<file path="src/pkg/eeprom_ctrl_pkg.sv">
// Functional notes
// - key register is write-only, reads zero
// - control start write allowed only as the next access after key
// - permit bit required for any start
// - aborted cycle flag on pin/watchdog reset
// - skip-erase bit chooses erase before write
// - erase codes for 8, 4, 1 words
// - 0x4050 bulk erases whole array
// - write code 0001xx programs one word
// - last table write address is captured
// - captured low address bit 0 is zero
// - captured upper address bit 7 is zero
// - table reads return one 16-bit word
// - done flag set when an erase or write completes, not on abort
// - cycles run without stalling the host
// - array at 7FFE00h-7FFFFFh, 256 words
package eeprom_ctrl_pkg;
    localparam logic [11:0] CONTROL_OFFSET  = 12'h000;
    localparam logic [11:0] KEY_OFFSET      = 12'h004;
    localparam logic [11:0] TBLWR_OFFSET    = 12'h008;
    localparam logic [11:0] LATCH_OFFSET    = 12'h00C;
    localparam logic [11:0] TBLRD_OFFSET    = 12'h010;
    localparam logic [11:0] ADDR_OFFSET     = 12'h014;
    localparam logic [11:0] STATUS_OFFSET   = 12'h018;
    localparam int          START_BIT       = 15;
    localparam int          PERMIT_BIT      = 14;
    localparam int          ABORT_BIT       = 13;
    localparam int          SKIP_ERASE_BIT  = 12;
    localparam int          ERASE_SEL_BIT   = 6;
    localparam logic [15:0] CONTROL_WMASK   = 16'h507F;
    localparam logic [15:0] CONTROL_RESET   = 16'h0000;
    localparam logic [7:0]  KEY_FIRST       = 8'h55;
    localparam logic [7:0]  KEY_SECOND      = 8'hAA;
    localparam logic [5:0]  OP_ERASE8       = 6'h1A;
    localparam logic [5:0]  OP_ERASE4       = 6'h19;
    localparam logic [5:0]  OP_ERASE1       = 6'h18;
    localparam logic [5:0]  OP_BULK         = 6'h10;
    localparam logic [3:0]  OP_WRITE_HI     = 4'h1;
    localparam logic [23:0] EE_BASE         = 24'h7FFE00;
    localparam logic [23:0] EE_TOP          = 24'h7FFFFF;
    localparam int          EE_WORDS        = 256;
    localparam logic [15:0] ERASED_WORD     = 16'hFFFF;
    localparam int          ERASE_TIME_US   = 4;
    localparam int          WRITE_TIME_US   = 4;
    localparam int          CLK_MHZ         = 40;
    localparam int          ERASE_CYCLES    = ERASE_TIME_US * CLK_MHZ;
    localparam int          WRITE_CYCLES    = WRITE_TIME_US * CLK_MHZ;
endpackage : eeprom_ctrl_pkg

</file>
<file path="src/verilog/data_eeprom_controller.sv">
module data_eeprom_controller #(
    parameter int ERASE_CYCLES = eeprom_ctrl_pkg::ERASE_CYCLES,
    parameter int WRITE_CYCLES = eeprom_ctrl_pkg::WRITE_CYCLES
) (
    input  wire logic        clk,
    input  wire logic        rstn,
    input  wire logic        pinReset,
    input  wire logic        watchdog,
    input  wire logic        psel,
    input  wire logic        penable,
    input  wire logic        pwrite,
    input  wire logic [11:0] paddr,
    input  wire logic [31:0] pwdata,
    output logic      [31:0] prdata,
    output logic             pready,
    output logic             pslverr,
    output logic             busy,
    output logic             memopDoneFlag
);
    typedef enum logic [1:0] {IDLE, ERASING, PROGRAMMING, CLEARING} state_e;

    state_e      state;
    logic [15:0] control;
    logic [7:0]  capturedAddressUpper;
    logic [15:0] capturedAddressLower;
    logic [15:0] writeLatch;
    logic [15:0] timer;
    logic [7:0]  clearIndex;
    logic [7:0]  clearEnd;
    logic        unlocked;
    logic        memWe;
    logic [7:0]  memWaddr;
    logic [15:0] memWdata;
    logic [15:0] memRdata;
    logic        readPending;

    // apb decode
    wire        access    = psel && penable;
    wire        wrAccess  = access && pwrite;
    wire        rdAccess  = access && !pwrite;
    wire        selCtrl   = paddr == eeprom_ctrl_pkg::CONTROL_OFFSET;
    wire        selKey    = paddr == eeprom_ctrl_pkg::KEY_OFFSET;
    wire        selTblWr  = paddr == eeprom_ctrl_pkg::TBLWR_OFFSET;
    wire        selLatch  = paddr == eeprom_ctrl_pkg::LATCH_OFFSET;
    wire        selTblRd  = paddr == eeprom_ctrl_pkg::TBLRD_OFFSET;
    wire        selAddr   = paddr == eeprom_ctrl_pkg::ADDR_OFFSET;
    wire        selStatus = paddr == eeprom_ctrl_pkg::STATUS_OFFSET;
    wire        mapped    = selCtrl || selKey || selTblWr || selLatch || selTblRd
                            || selAddr || selStatus;
    wire        keyWrite  = wrAccess && selKey;
    // any other access, read or write, closes the key sequence
    wire        otherWrite = access && !keyWrite;
    wire        ctrlWrite = wrAccess && selCtrl;

    // table read: word address 23:1 in ee window
    wire [23:0] readAddr  = {pwdata[23:1], 1'b0};
    wire        readHit   = readAddr >= eeprom_ctrl_pkg::EE_BASE
                            && readAddr <= eeprom_ctrl_pkg::EE_TOP;
    wire [7:0]  readIndex = readAddr[8:1];

    // start decode
    wire        startReq  = ctrlWrite && unlocked && pwdata[eeprom_ctrl_pkg::START_BIT]
                            && pwdata[eeprom_ctrl_pkg::PERMIT_BIT]
                            && control[eeprom_ctrl_pkg::PERMIT_BIT]
                            && state == IDLE;
    wire [5:0]  newOp     = pwdata[5:0];
    wire        newErase  = pwdata[eeprom_ctrl_pkg::ERASE_SEL_BIT];
    wire        isBulk    = newErase && newOp == eeprom_ctrl_pkg::OP_BULK;
    wire        isErase   = newErase && (newOp == eeprom_ctrl_pkg::OP_ERASE8
                            || newOp == eeprom_ctrl_pkg::OP_ERASE4
                            || newOp == eeprom_ctrl_pkg::OP_ERASE1);
    wire        isWrite   = !newErase && newOp[5:2] == eeprom_ctrl_pkg::OP_WRITE_HI;
    wire        skipErase = pwdata[eeprom_ctrl_pkg::SKIP_ERASE_BIT];
    wire [7:0]  wordBase  = capturedAddressLower[8:1];

    function automatic logic [7:0] eraseSpan(input logic [1:0] size);
        case (size)
            2'b10:   eraseSpan = 8'd7;
            2'b01:   eraseSpan = 8'd3;
            default: eraseSpan = 8'd0;
        endcase
    endfunction : eraseSpan

    // sized erase aligns the base to its span
    wire [7:0]  span      = eraseSpan(newOp[1:0]);
    wire [7:0]  alignBase = wordBase & ~span;

    unlock_key keyUnit (
        .clk        (clk),
        .rstn       (rstn),
        .keyWrite   (keyWrite),
        .keyValue   (pwdata[7:0]),
        .otherWrite (otherWrite),
        .unlocked   (unlocked)
    );

    eeprom_array #(
        .WORDS (eeprom_ctrl_pkg::EE_WORDS),
        .AW    (8)
    ) arrayUnit (
        .clk   (clk),
        .we    (memWe),
        .waddr (memWaddr),
        .wdata (memWdata),
        .raddr (readIndex),
        .rdata (memRdata)
    );

    wire cycleAbort = (pinReset || watchdog) && state != IDLE;
    wire timerDone  = timer == 16'd0;

    // program/erase sequencer, runs beside bus traffic
    always_ff @(posedge clk)
    begin
        if (!rstn)
        begin
            state         <= IDLE;
            timer         <= 16'd0;
            clearIndex    <= 8'd0;
            clearEnd      <= 8'd0;
            memWe         <= 1'b0;
            memWaddr      <= 8'd0;
            memWdata      <= 16'd0;
            memopDoneFlag <= 1'b0;
        end
        else
        begin
            memWe         <= 1'b0;
            memopDoneFlag <= 1'b0;
            if (cycleAbort)
            begin
                state <= IDLE;
            end
            else
            begin
                case (state)
                    IDLE:
                    begin
                        if (startReq && isBulk)
                        begin
                            clearIndex <= 8'd0;
                            clearEnd   <= 8'hFF;
                            timer      <= 16'(ERASE_CYCLES);
                            state      <= ERASING;
                        end
                        else if (startReq && isErase)
                        begin
                            clearIndex <= alignBase;
                            clearEnd   <= alignBase | span;
                            timer      <= 16'(ERASE_CYCLES);
                            state      <= ERASING;
                        end
                        else if (startReq && isWrite)
                        begin
                            timer <= skipErase ? 16'(WRITE_CYCLES)
                                               : 16'(WRITE_CYCLES + ERASE_CYCLES);
                            state <= PROGRAMMING;
                        end
                        else if (startReq)
                        begin
                            state <= CLEARING;
                        end
                    end
                    ERASING:
                    begin
                        if (timerDone)
                        begin
                            memWe      <= 1'b1;
                            memWaddr   <= clearIndex;
                            memWdata   <= eeprom_ctrl_pkg::ERASED_WORD;
                            clearIndex <= clearIndex + 8'd1;
                            if (clearIndex == clearEnd)
                            begin
                                memopDoneFlag <= 1'b1;
                                state         <= IDLE;
                            end
                        end
                        else
                        begin
                            timer <= timer - 16'd1;
                        end
                    end
                    PROGRAMMING:
                    begin
                        if (timerDone)
                        begin
                            memWe         <= 1'b1;
                            memWaddr      <= wordBase;
                            memWdata      <= writeLatch;
                            memopDoneFlag <= 1'b1;
                            state         <= IDLE;
                        end
                        else
                        begin
                            timer <= timer - 16'd1;
                        end
                    end
                    default:
                    begin
                        state <= IDLE;
                    end
                endcase
            end
        end
    end

    wire cycleEnd = state != IDLE && (cycleAbort || state == CLEARING
                    || (timerDone && (state == PROGRAMMING
                    || (state == ERASING && clearIndex == clearEnd))));

    // control register
    always_ff @(posedge clk)
    begin
        if (!rstn)
        begin
            control <= eeprom_ctrl_pkg::CONTROL_RESET;
            busy    <= 1'b0;
        end
        else
        begin
            if (ctrlWrite && state == IDLE)
            begin
                control[11:0] <= pwdata[11:0] & eeprom_ctrl_pkg::CONTROL_WMASK[11:0];
                control[eeprom_ctrl_pkg::SKIP_ERASE_BIT] <=
                    pwdata[eeprom_ctrl_pkg::SKIP_ERASE_BIT];
                control[eeprom_ctrl_pkg::PERMIT_BIT] <= pwdata[eeprom_ctrl_pkg::PERMIT_BIT];
            end
            if (startReq)
            begin
                control[eeprom_ctrl_pkg::START_BIT] <= 1'b1;
                busy <= 1'b1;
            end
            else if (cycleEnd)
            begin
                control[eeprom_ctrl_pkg::START_BIT] <= 1'b0;
                busy <= 1'b0;
            end
            if (cycleAbort)
            begin
                control[eeprom_ctrl_pkg::ABORT_BIT] <= 1'b1;
            end
            else if (memopDoneFlag)
            begin
                control[eeprom_ctrl_pkg::ABORT_BIT] <= 1'b0;
            end
        end
    end

    // table write captures address, latch write captures data
    always_ff @(posedge clk)
    begin
        if (!rstn)
        begin
            capturedAddressUpper <= 8'h00;
            capturedAddressLower <= 16'h0000;
            writeLatch           <= 16'h0000;
        end
        else if (wrAccess && selTblWr)
        begin
            capturedAddressUpper <= {1'b0, pwdata[22:16]};
            capturedAddressLower <= {pwdata[15:1], 1'b0};
        end
        else if (wrAccess && selLatch)
        begin
            writeLatch <= pwdata[15:0];
        end
    end

    // apb answer: reads of the table port take two extra cycles
    wire        needWait = rdAccess && selTblRd && !readPending;
    wire [31:0] rdMux    = selCtrl  ? {16'h0000, control}
                         : selTblRd ? {16'h0000, readHit ? memRdata : 16'h0000}
                         : selLatch ? {16'h0000, writeLatch}
                         : selAddr  ? {8'h00, capturedAddressUpper, capturedAddressLower}
                         : selStatus ? {30'd0, busy, unlocked}
                         : 32'd0;

    always_ff @(posedge clk)
    begin
        if (!rstn)
        begin
            readPending <= 1'b0;
            pready      <= 1'b0;
            prdata      <= 32'd0;
            pslverr     <= 1'b0;
        end
        else
        begin
            readPending <= needWait;
            pready      <= 1'b0;
            pslverr     <= 1'b0;
            if (psel && !penable)
            begin
                pready  <= !(!pwrite && selTblRd);
                pslverr <= !mapped;
                prdata  <= pwrite ? 32'd0 : rdMux;
            end
            else if (readPending)
            begin
                pready <= 1'b1;
                prdata <= rdMux;
            end
        end
    end

    start_needs_key_a: assert property (@(posedge clk) disable iff (!rstn)
        $rose(busy) |-> $past(unlocked))
        else $error("cycle started without unlock");
    abort_flag_a: assert property (@(posedge clk) disable iff (!rstn)
        cycleAbort |=> control[eeprom_ctrl_pkg::ABORT_BIT] && !busy)
        else $error("abort not flagged");
    done_clears_start_a: assert property (@(posedge clk) disable iff (!rstn)
        memopDoneFlag |-> !control[eeprom_ctrl_pkg::START_BIT] && !busy)
        else $error("done without start clear");
    nop_code_a: assert property (@(posedge clk) disable iff (!rstn)
        state == CLEARING |=> !busy && !memWe)
        else $error("unknown code altered array");
endmodule : data_eeprom_controller

</file>
<file path="src/verilog/eeprom_array.sv">
module eeprom_array #(
    parameter int WORDS = 256,
    parameter int AW    = 8
) (
    input  wire logic          clk,
    input  wire logic          we,
    input  wire logic [AW-1:0] waddr,
    input  wire logic [15:0]   wdata,
    input  wire logic [AW-1:0] raddr,
    output logic      [15:0]   rdata
);
    logic [15:0] mem [WORDS];

    always_ff @(posedge clk)
    begin
        if (we)
        begin
            mem[waddr] <= wdata;
        end
        rdata <= mem[raddr];
    end
endmodule : eeprom_array

</file>
<file path="src/verilog/unlock_key.sv">
module unlock_key (
    input  wire logic       clk,
    input  wire logic       rstn,
    input  wire logic       keyWrite,
    input  wire logic [7:0] keyValue,
    input  wire logic       otherWrite,
    output logic            unlocked
);
    logic armed;
    wire  firstKey  = keyWrite && keyValue == eeprom_ctrl_pkg::KEY_FIRST;
    wire  secondKey = keyWrite && keyValue == eeprom_ctrl_pkg::KEY_SECOND && armed;
    // each step lives until the next bus access, so back-to-back transfers chain
    wire  anyAccess = keyWrite || otherWrite;

    always_ff @(posedge clk)
    begin
        if (!rstn)
        begin
            armed    <= 1'b0;
            unlocked <= 1'b0;
        end
        else
        begin
            armed    <= firstKey || (armed && !anyAccess);
            unlocked <= secondKey || (unlocked && !anyAccess);
        end
    end

    unlock_window_a: assert property (@(posedge clk) disable iff (!rstn)
        unlocked && anyAccess |=> !unlocked)
        else $error("unlock window outlived next access");
    unlock_order_a: assert property (@(posedge clk) disable iff (!rstn)
        $rose(unlocked) |-> $past(keyWrite) && $past(keyValue) == eeprom_ctrl_pkg::KEY_SECOND
            && $past(armed))
        else $error("unlock without ordered keys");
endmodule : unlock_key
</file>
<file path="config.mk">
export PLATFORM = sky130hd
export DESIGN_NAME = data_eeprom_controller
export DESIGN_NICKNAME = d
export VERILOG_FILES = /design/src/pkg/eeprom_ctrl_pkg.sv /design/src/verilog/data_eeprom_controller.sv /design/src/verilog/eeprom_array.sv /design/src/verilog/unlock_key.sv
export SDC_FILE = /design/constraint.sdc
export NUM_CORES = 2
export LEC_CHECK = 0
export BUFFER_PORTS_ARGS = -buffer_cell sky130_fd_sc_hd__buf_2
export CORE_MARGIN = 1.5
export CORE_UTILIZATION = 57
export CTS_CLUSTER_SIZE = 12
export DETAILED_ROUTE_END_ITERATION = 10
export GPL_ROUTABILITY_DRIVEN = 0
export PLACE_DENSITY = 0.78
export SYNTH_ARGS = -nofsm -noshare
export SYNTH_HDL_FRONTEND = slang
export SYNTH_SLANG_ARGS = --single-unit
</file>
<file path="constraint.sdc">
create_clock -name clk -period 3.9 [get_ports clk]
set_input_delay 0.195 -clock clk [delete_from_list [all_inputs] [get_ports clk]]
set_output_delay 0.195 -clock clk [all_outputs]
set_load 0.02 [all_outputs]
</file>
# Yosys cells after proc, flatten, opt, wreduce, memory -nomap -nowiden
# Memories as Yosys holds them, arrays and structs flattened. A register that Yosys moved wholly into a read port is not among the register bits.
# Index checks and enable logic that the tools add are counted.
[classes]
add_sub_neg = 2
magnitude_cmp = 2
n_eq_ne = 26
muxes = 48
bitwise = 7
n_reduce_logical = 78
[ops]
columns = ["operator", "count"]
rows = [
  ["23-bit two-way mux", 5],
  ["16-bit two-way mux", 7],
  ["32-bit two-way mux", 2],
  ["16-bit one-hot mux with 2 select lines", 2],
  ["8-bit two-way mux", 7],
  ["12-bit by 5-bit == test with 1-bit output, second input constant", 3],
  ["1-bit logical AND", 34],
  ["8-bit one-hot mux with 2 select lines", 2],
  ["12-bit by 4-bit == test with 1-bit output, second input constant", 2],
  ["6-bit by 5-bit == test with 1-bit output, second input constant", 4],
  ["24-bit by 23-bit >= comparator with 1-bit output, second input constant", 1],
  ["24-bit by 23-bit less-or-equal comparator with 1-bit output, second input constant", 1],
  ["16-bit zero test", 1],
  ["2-bit two-way mux", 8],
  ["4-bit AND reduction", 4],
  ["2-bit nonzero test", 8],
  ["16-bit by 1-bit subtractor with 16-bit output, second input constant", 1],
  ["1-bit logical OR", 15],
  ["12-bit by 3-bit == test with 1-bit output, second input constant", 1],
  ["12-bit zero test", 1],
  ["1-bit two-way mux", 11],
  ["9-bit two-way mux", 1],
  ["8-bit by 1-bit adder with 8-bit output, second input constant", 1],
  ["8-bit bitwise AND", 1],
  ["23 further kinds", 40],
]
[totals]
reg_bits = 146
ram_bits = 4096
in_bits = 51
out_inout_bits = 36
wordCells = 184
memories = 1
[memory_table]
columns = ["memory", "words", "word_bits", "rd", "rd_ports_with_merged_regs", "wr", "line_no", "rtl"]
rows = [
  ["arrayUnit.mem", 256, 16, 1, 1, 1, "eeprom_array.sv:12", "logic [15:0] mem [WORDS];"],
]

# Logic depth before layout (Yosys ltp)
[logic_depth]
depth_word = 13
depth_mapped = 16
ltp_nobuf = 9

# By module
# Synthesis repeated with hierarchy kept, for this count alone.
[hier_totals]
cells_unflattened = 8090
area_unflattened_um2 = 165037.0
[by_module_without_submodules]
columns = ["mod", "instances", "cells_per_inst", "area_per_inst_um2", "seq_area_each_um2"]
rows = [
  ["eeprom_array", 1, 7360, 158714.7, 123318.3],
  ["data_eeprom_controller", 1, 719, 6188.4, 2702.6],
  ["unlock_key", 1, 11, 133.9, 40.0],
]

# Least setup slack after synthesis
# Ideal clock, no wire load.
[synth_timing]
kind = "reg2reg"
from = "register memWdata[0]"
to = "memory arrayUnit.mem[0][0], data pin"
setup_ns = 0.856
arrival_time_ns = 3.398
required_ns = 3.044
slack_ns = -0.353
path_stages_with_launch = 1
synth_period_minus_slack_ns = 4.253
cell_sequence = "dfxtp_1"
[synth_lines]
columns = ["element", "line_no", "rtl"]
rows = [
  ["start, declared", "data_eeprom_controller.sv:33", "logic [15:0] memWdata;"],
  ["start signal, assigned", "data_eeprom_controller.sv:170", "memWdata <= eeprom_ctrl_pkg::ERASED_WORD;"],
  ["start signal, assigned", "data_eeprom_controller.sv:189", "memWdata <= writeLatch;"],
  ["end, declared", "eeprom_array.sv:12", ""],
]
# Straight into the memory's write port.

==> flow_summary.toml <==
[drt]
viasPerCell = 7.057
drt_iter0_markers = 15310
maxUsedRoutingLayer = "met5"
drtPass1Iterations = 9
drc_errors = 0
wire_per_inst_um = 36.69
wl_met3_mm = 66.96
antenna_left = 0
num_vias = 89170
totalWireLength_mm = 463.5
met1Wirelength_mm = 152.1
met2_length_mm = 213.8

[placement]
post-place-cells = 11920
dp_hpwl_mm = 269.2
io_buffer_count = 69

[worst_setup_path]
critPathRequiredTime_ps = 4650
endpoint_kind = "flip-flop"
critPathKind = "input pin to flip-flop"
start_kind = "input pin"
timing.reg2reg.setup_slack_ps = 280
cp.arrival_ps = 4530
path_max_fanout = 39

[floorplanning]
start_util_pct = 57.44
ioPinCount = 87
num_rows = 196
core_um2 = 285700
die_h_um = 539.6
die_w_um = 539.6
die_area_um2 = 291100

[status]
status = "complete, no violations"

[synthesis]
syn_area_um2 = 164100
yosysSeqAreaShare_pct = 76.81
synth_ff_type = "edfxtp_1"
synth_edf_count = 4096
synth_area_per_cell_um2 = 20.81
netlist-cell-type-count = 75
synth_top_cell_by_area = "edfxtp_1"
ys_warn_count = 0
async_flop_share_pct = 0
synth_top_area_share_pct = 74.95
netlist_instances = 7885
postSynthRegisterBits = 4249
yosys-top-cells-area = "edfxtp_1 (75%), mux4_2 (13%), mux2i_1 (2.7%)"

[clock_tree]
h-tree-depth = 5
cts_sinks = 4249
clk_pin_slew_ps = 60
cts_setup_buffers = 0
numCtsBuffers = 416
cts_hold_buf = 60
clockRootBuffer = "clkbuf_16"
ctsResizeCount = 0
clock_path_buffers = 4
cts_tree = "done"
clock_latency_ps = 960

[grt]
grt_max_degree = 153
grt_pass1_vias = 88190
grt_overflow = 0
antenna_found_initial = 25
grt_usage_pct = 31.75
grt_pass1_wl_mm = 652.5

[power]
ir_worst_vdd_mv = 0.3983
switching_share_pct = 20.76
power_density_nw_per_um2 = 475.3
power_frac_clock_pct = 41.0
switchingPower_mw = 18.37
combPwrFrac_pct = 3.3
p_leak_nw = 49.89
power.internal_mw = 70.11
p_seq_share_pct = 55.7

[sta]
fin_crit_sh_pct = 96.84
whs_ps = 92.90
clock.fmax_mhz = 264.8
rsz0062_at_grt = "no"
setup-violations-final = 0
final.min_clock_period_ps = 3777
worst_pin_slew_ps = 1435
relSlewSlack_pct = 4.356
drv_slew = 0
finalClockSkew_ps = 79.80
final_hold_viol_count = 0

[cells_and_area]
final_common_cell = "edfxtp_1"
final_cell_mix = "edfxtp_1 (4096), mux4_2 (959), buf_4 (591)"
area_growth_pct = 13.44
stdcell_count = 12640
drive_gt1_share_pct = 26.01
nets = 8693

[worst_hold_path]
hold_class = "input pin to flip-flop"

[run]
maxCapViolCount = 0
metrics by stage:
stage / instance area, um^2 / util (%) / power, mW / worst slack [ps] / TNS [ps]
global route: 186100 / 65.15 / 90.14 / 224.8 / 0
floorplan: 164200 / - / 51.72 / 137.8 / 0
detailed placement: 173800 / 60.82 / 53.02 / -528.4 / -528.4
global placement: 173800 / 60.82 / 53.00 / -428.0 / -428.0
finish: 186200 / 65.16 / 88.48 / 123.3 / 0
CTS: 186100 / 65.15 / 88.39 / 424.6 / 0
power by group through the flow:
stage                     registers, mW  logic (mW)  clock network (mW)
after floorplan                    50.2        1.49                   0
after global placement             50.3        2.73                   0
after detailed placement           50.3        2.75                   0
after CTS                          49.3        2.81                36.3
after global routing               49.3        2.92                37.9
final                              49.3        2.91                36.2
cells by family after synthesis:
group,synth area share (%)
AOI/OAI and AO/OA,3.165
buffers and inverters,1.355
other,0.002285
xor gates and xnor gates,0.1014
DFF,76.81
muxes,16.02
adders and majority gates,0.07624
and+or+nand+nor,2.465
flip-flops by register name, summed over array words and instances (netlist names), 2 cells and up:
| name | flops |
|---|---|
| arrayUnit.rdata | 16 |
| state | 2 |
| capturedAddressUpper | 7 |
| clearEnd | 8 |
| timer | 16 |
| memWdata | 16 |
| prdata | 23 |
| memWaddr | 8 |
| capturedAddressLower | 15 |
| control | 11 |
| clearIndex | 8 |
| arrayUnit.mem | 4096 |
| writeLatch | 16 |
layout make-up:
class | count | area [um^2]
flip-flops and latches | 4249 | 126100
fillers | 17250 | 99540
multi-input cells | 3124 | 36070
clock buffers | 573 | 11230
repair buffers | 815 | 7365
well taps | 3762 | 4707
clock inverters | 70 | 518.0
inverters | 26 | 112.6
diodes | 16 | 40.04
critical path: stages:
cell and delay (ps):
buf_12 410, buf_12 380, buf_4 360, nor2b_2 240, buf_4 380, a221oi_1 150, o21ai_0 260, a41oi_1 690
nor3_1 1280, a32oi_1 70
cell usage after synthesis, drive strengths merged, types with 13 or more instances:
cell / count
a211oi: 15
a21boi: 29
a21oi: 115
a221oi: 59
a22oi: 60
a31oi: 22
a32oi: 22
and3: 15
buf: 265
clkbuf: 229
dfxtp: 153
edfxtp: 4096
inv: 23
mux2: 23
mux2i: 443
mux4: 959
nand2: 242
nand2b: 13
nand3: 63
nand3b: 20
nand4: 27
nor2: 376
nor2b: 66
nor3: 36
o211a: 29
o211ai: 28
o21ai: 149
o22ai: 128
routing by layer:
metal,GRT usage [%],up-vias
met5,0,-
met3,8.708,1447
met1,41.82,45690
met4,17.27,20
li1,-,34190
met2,48.58,7824
path summary, 6_finish.rpt:
check,end,start,depth (start not counted)
min,arrayUnit.rdata[15],pwdata[8],3
max,arrayUnit.rdata[14],pwdata[1],10
min reg2reg,capturedAddressLower[2],capturedAddressLower[2],2
max reg2reg,arrayUnit.rdata[14],arrayUnit.mem[94][14],5
(Power assumes the default switching activity.)
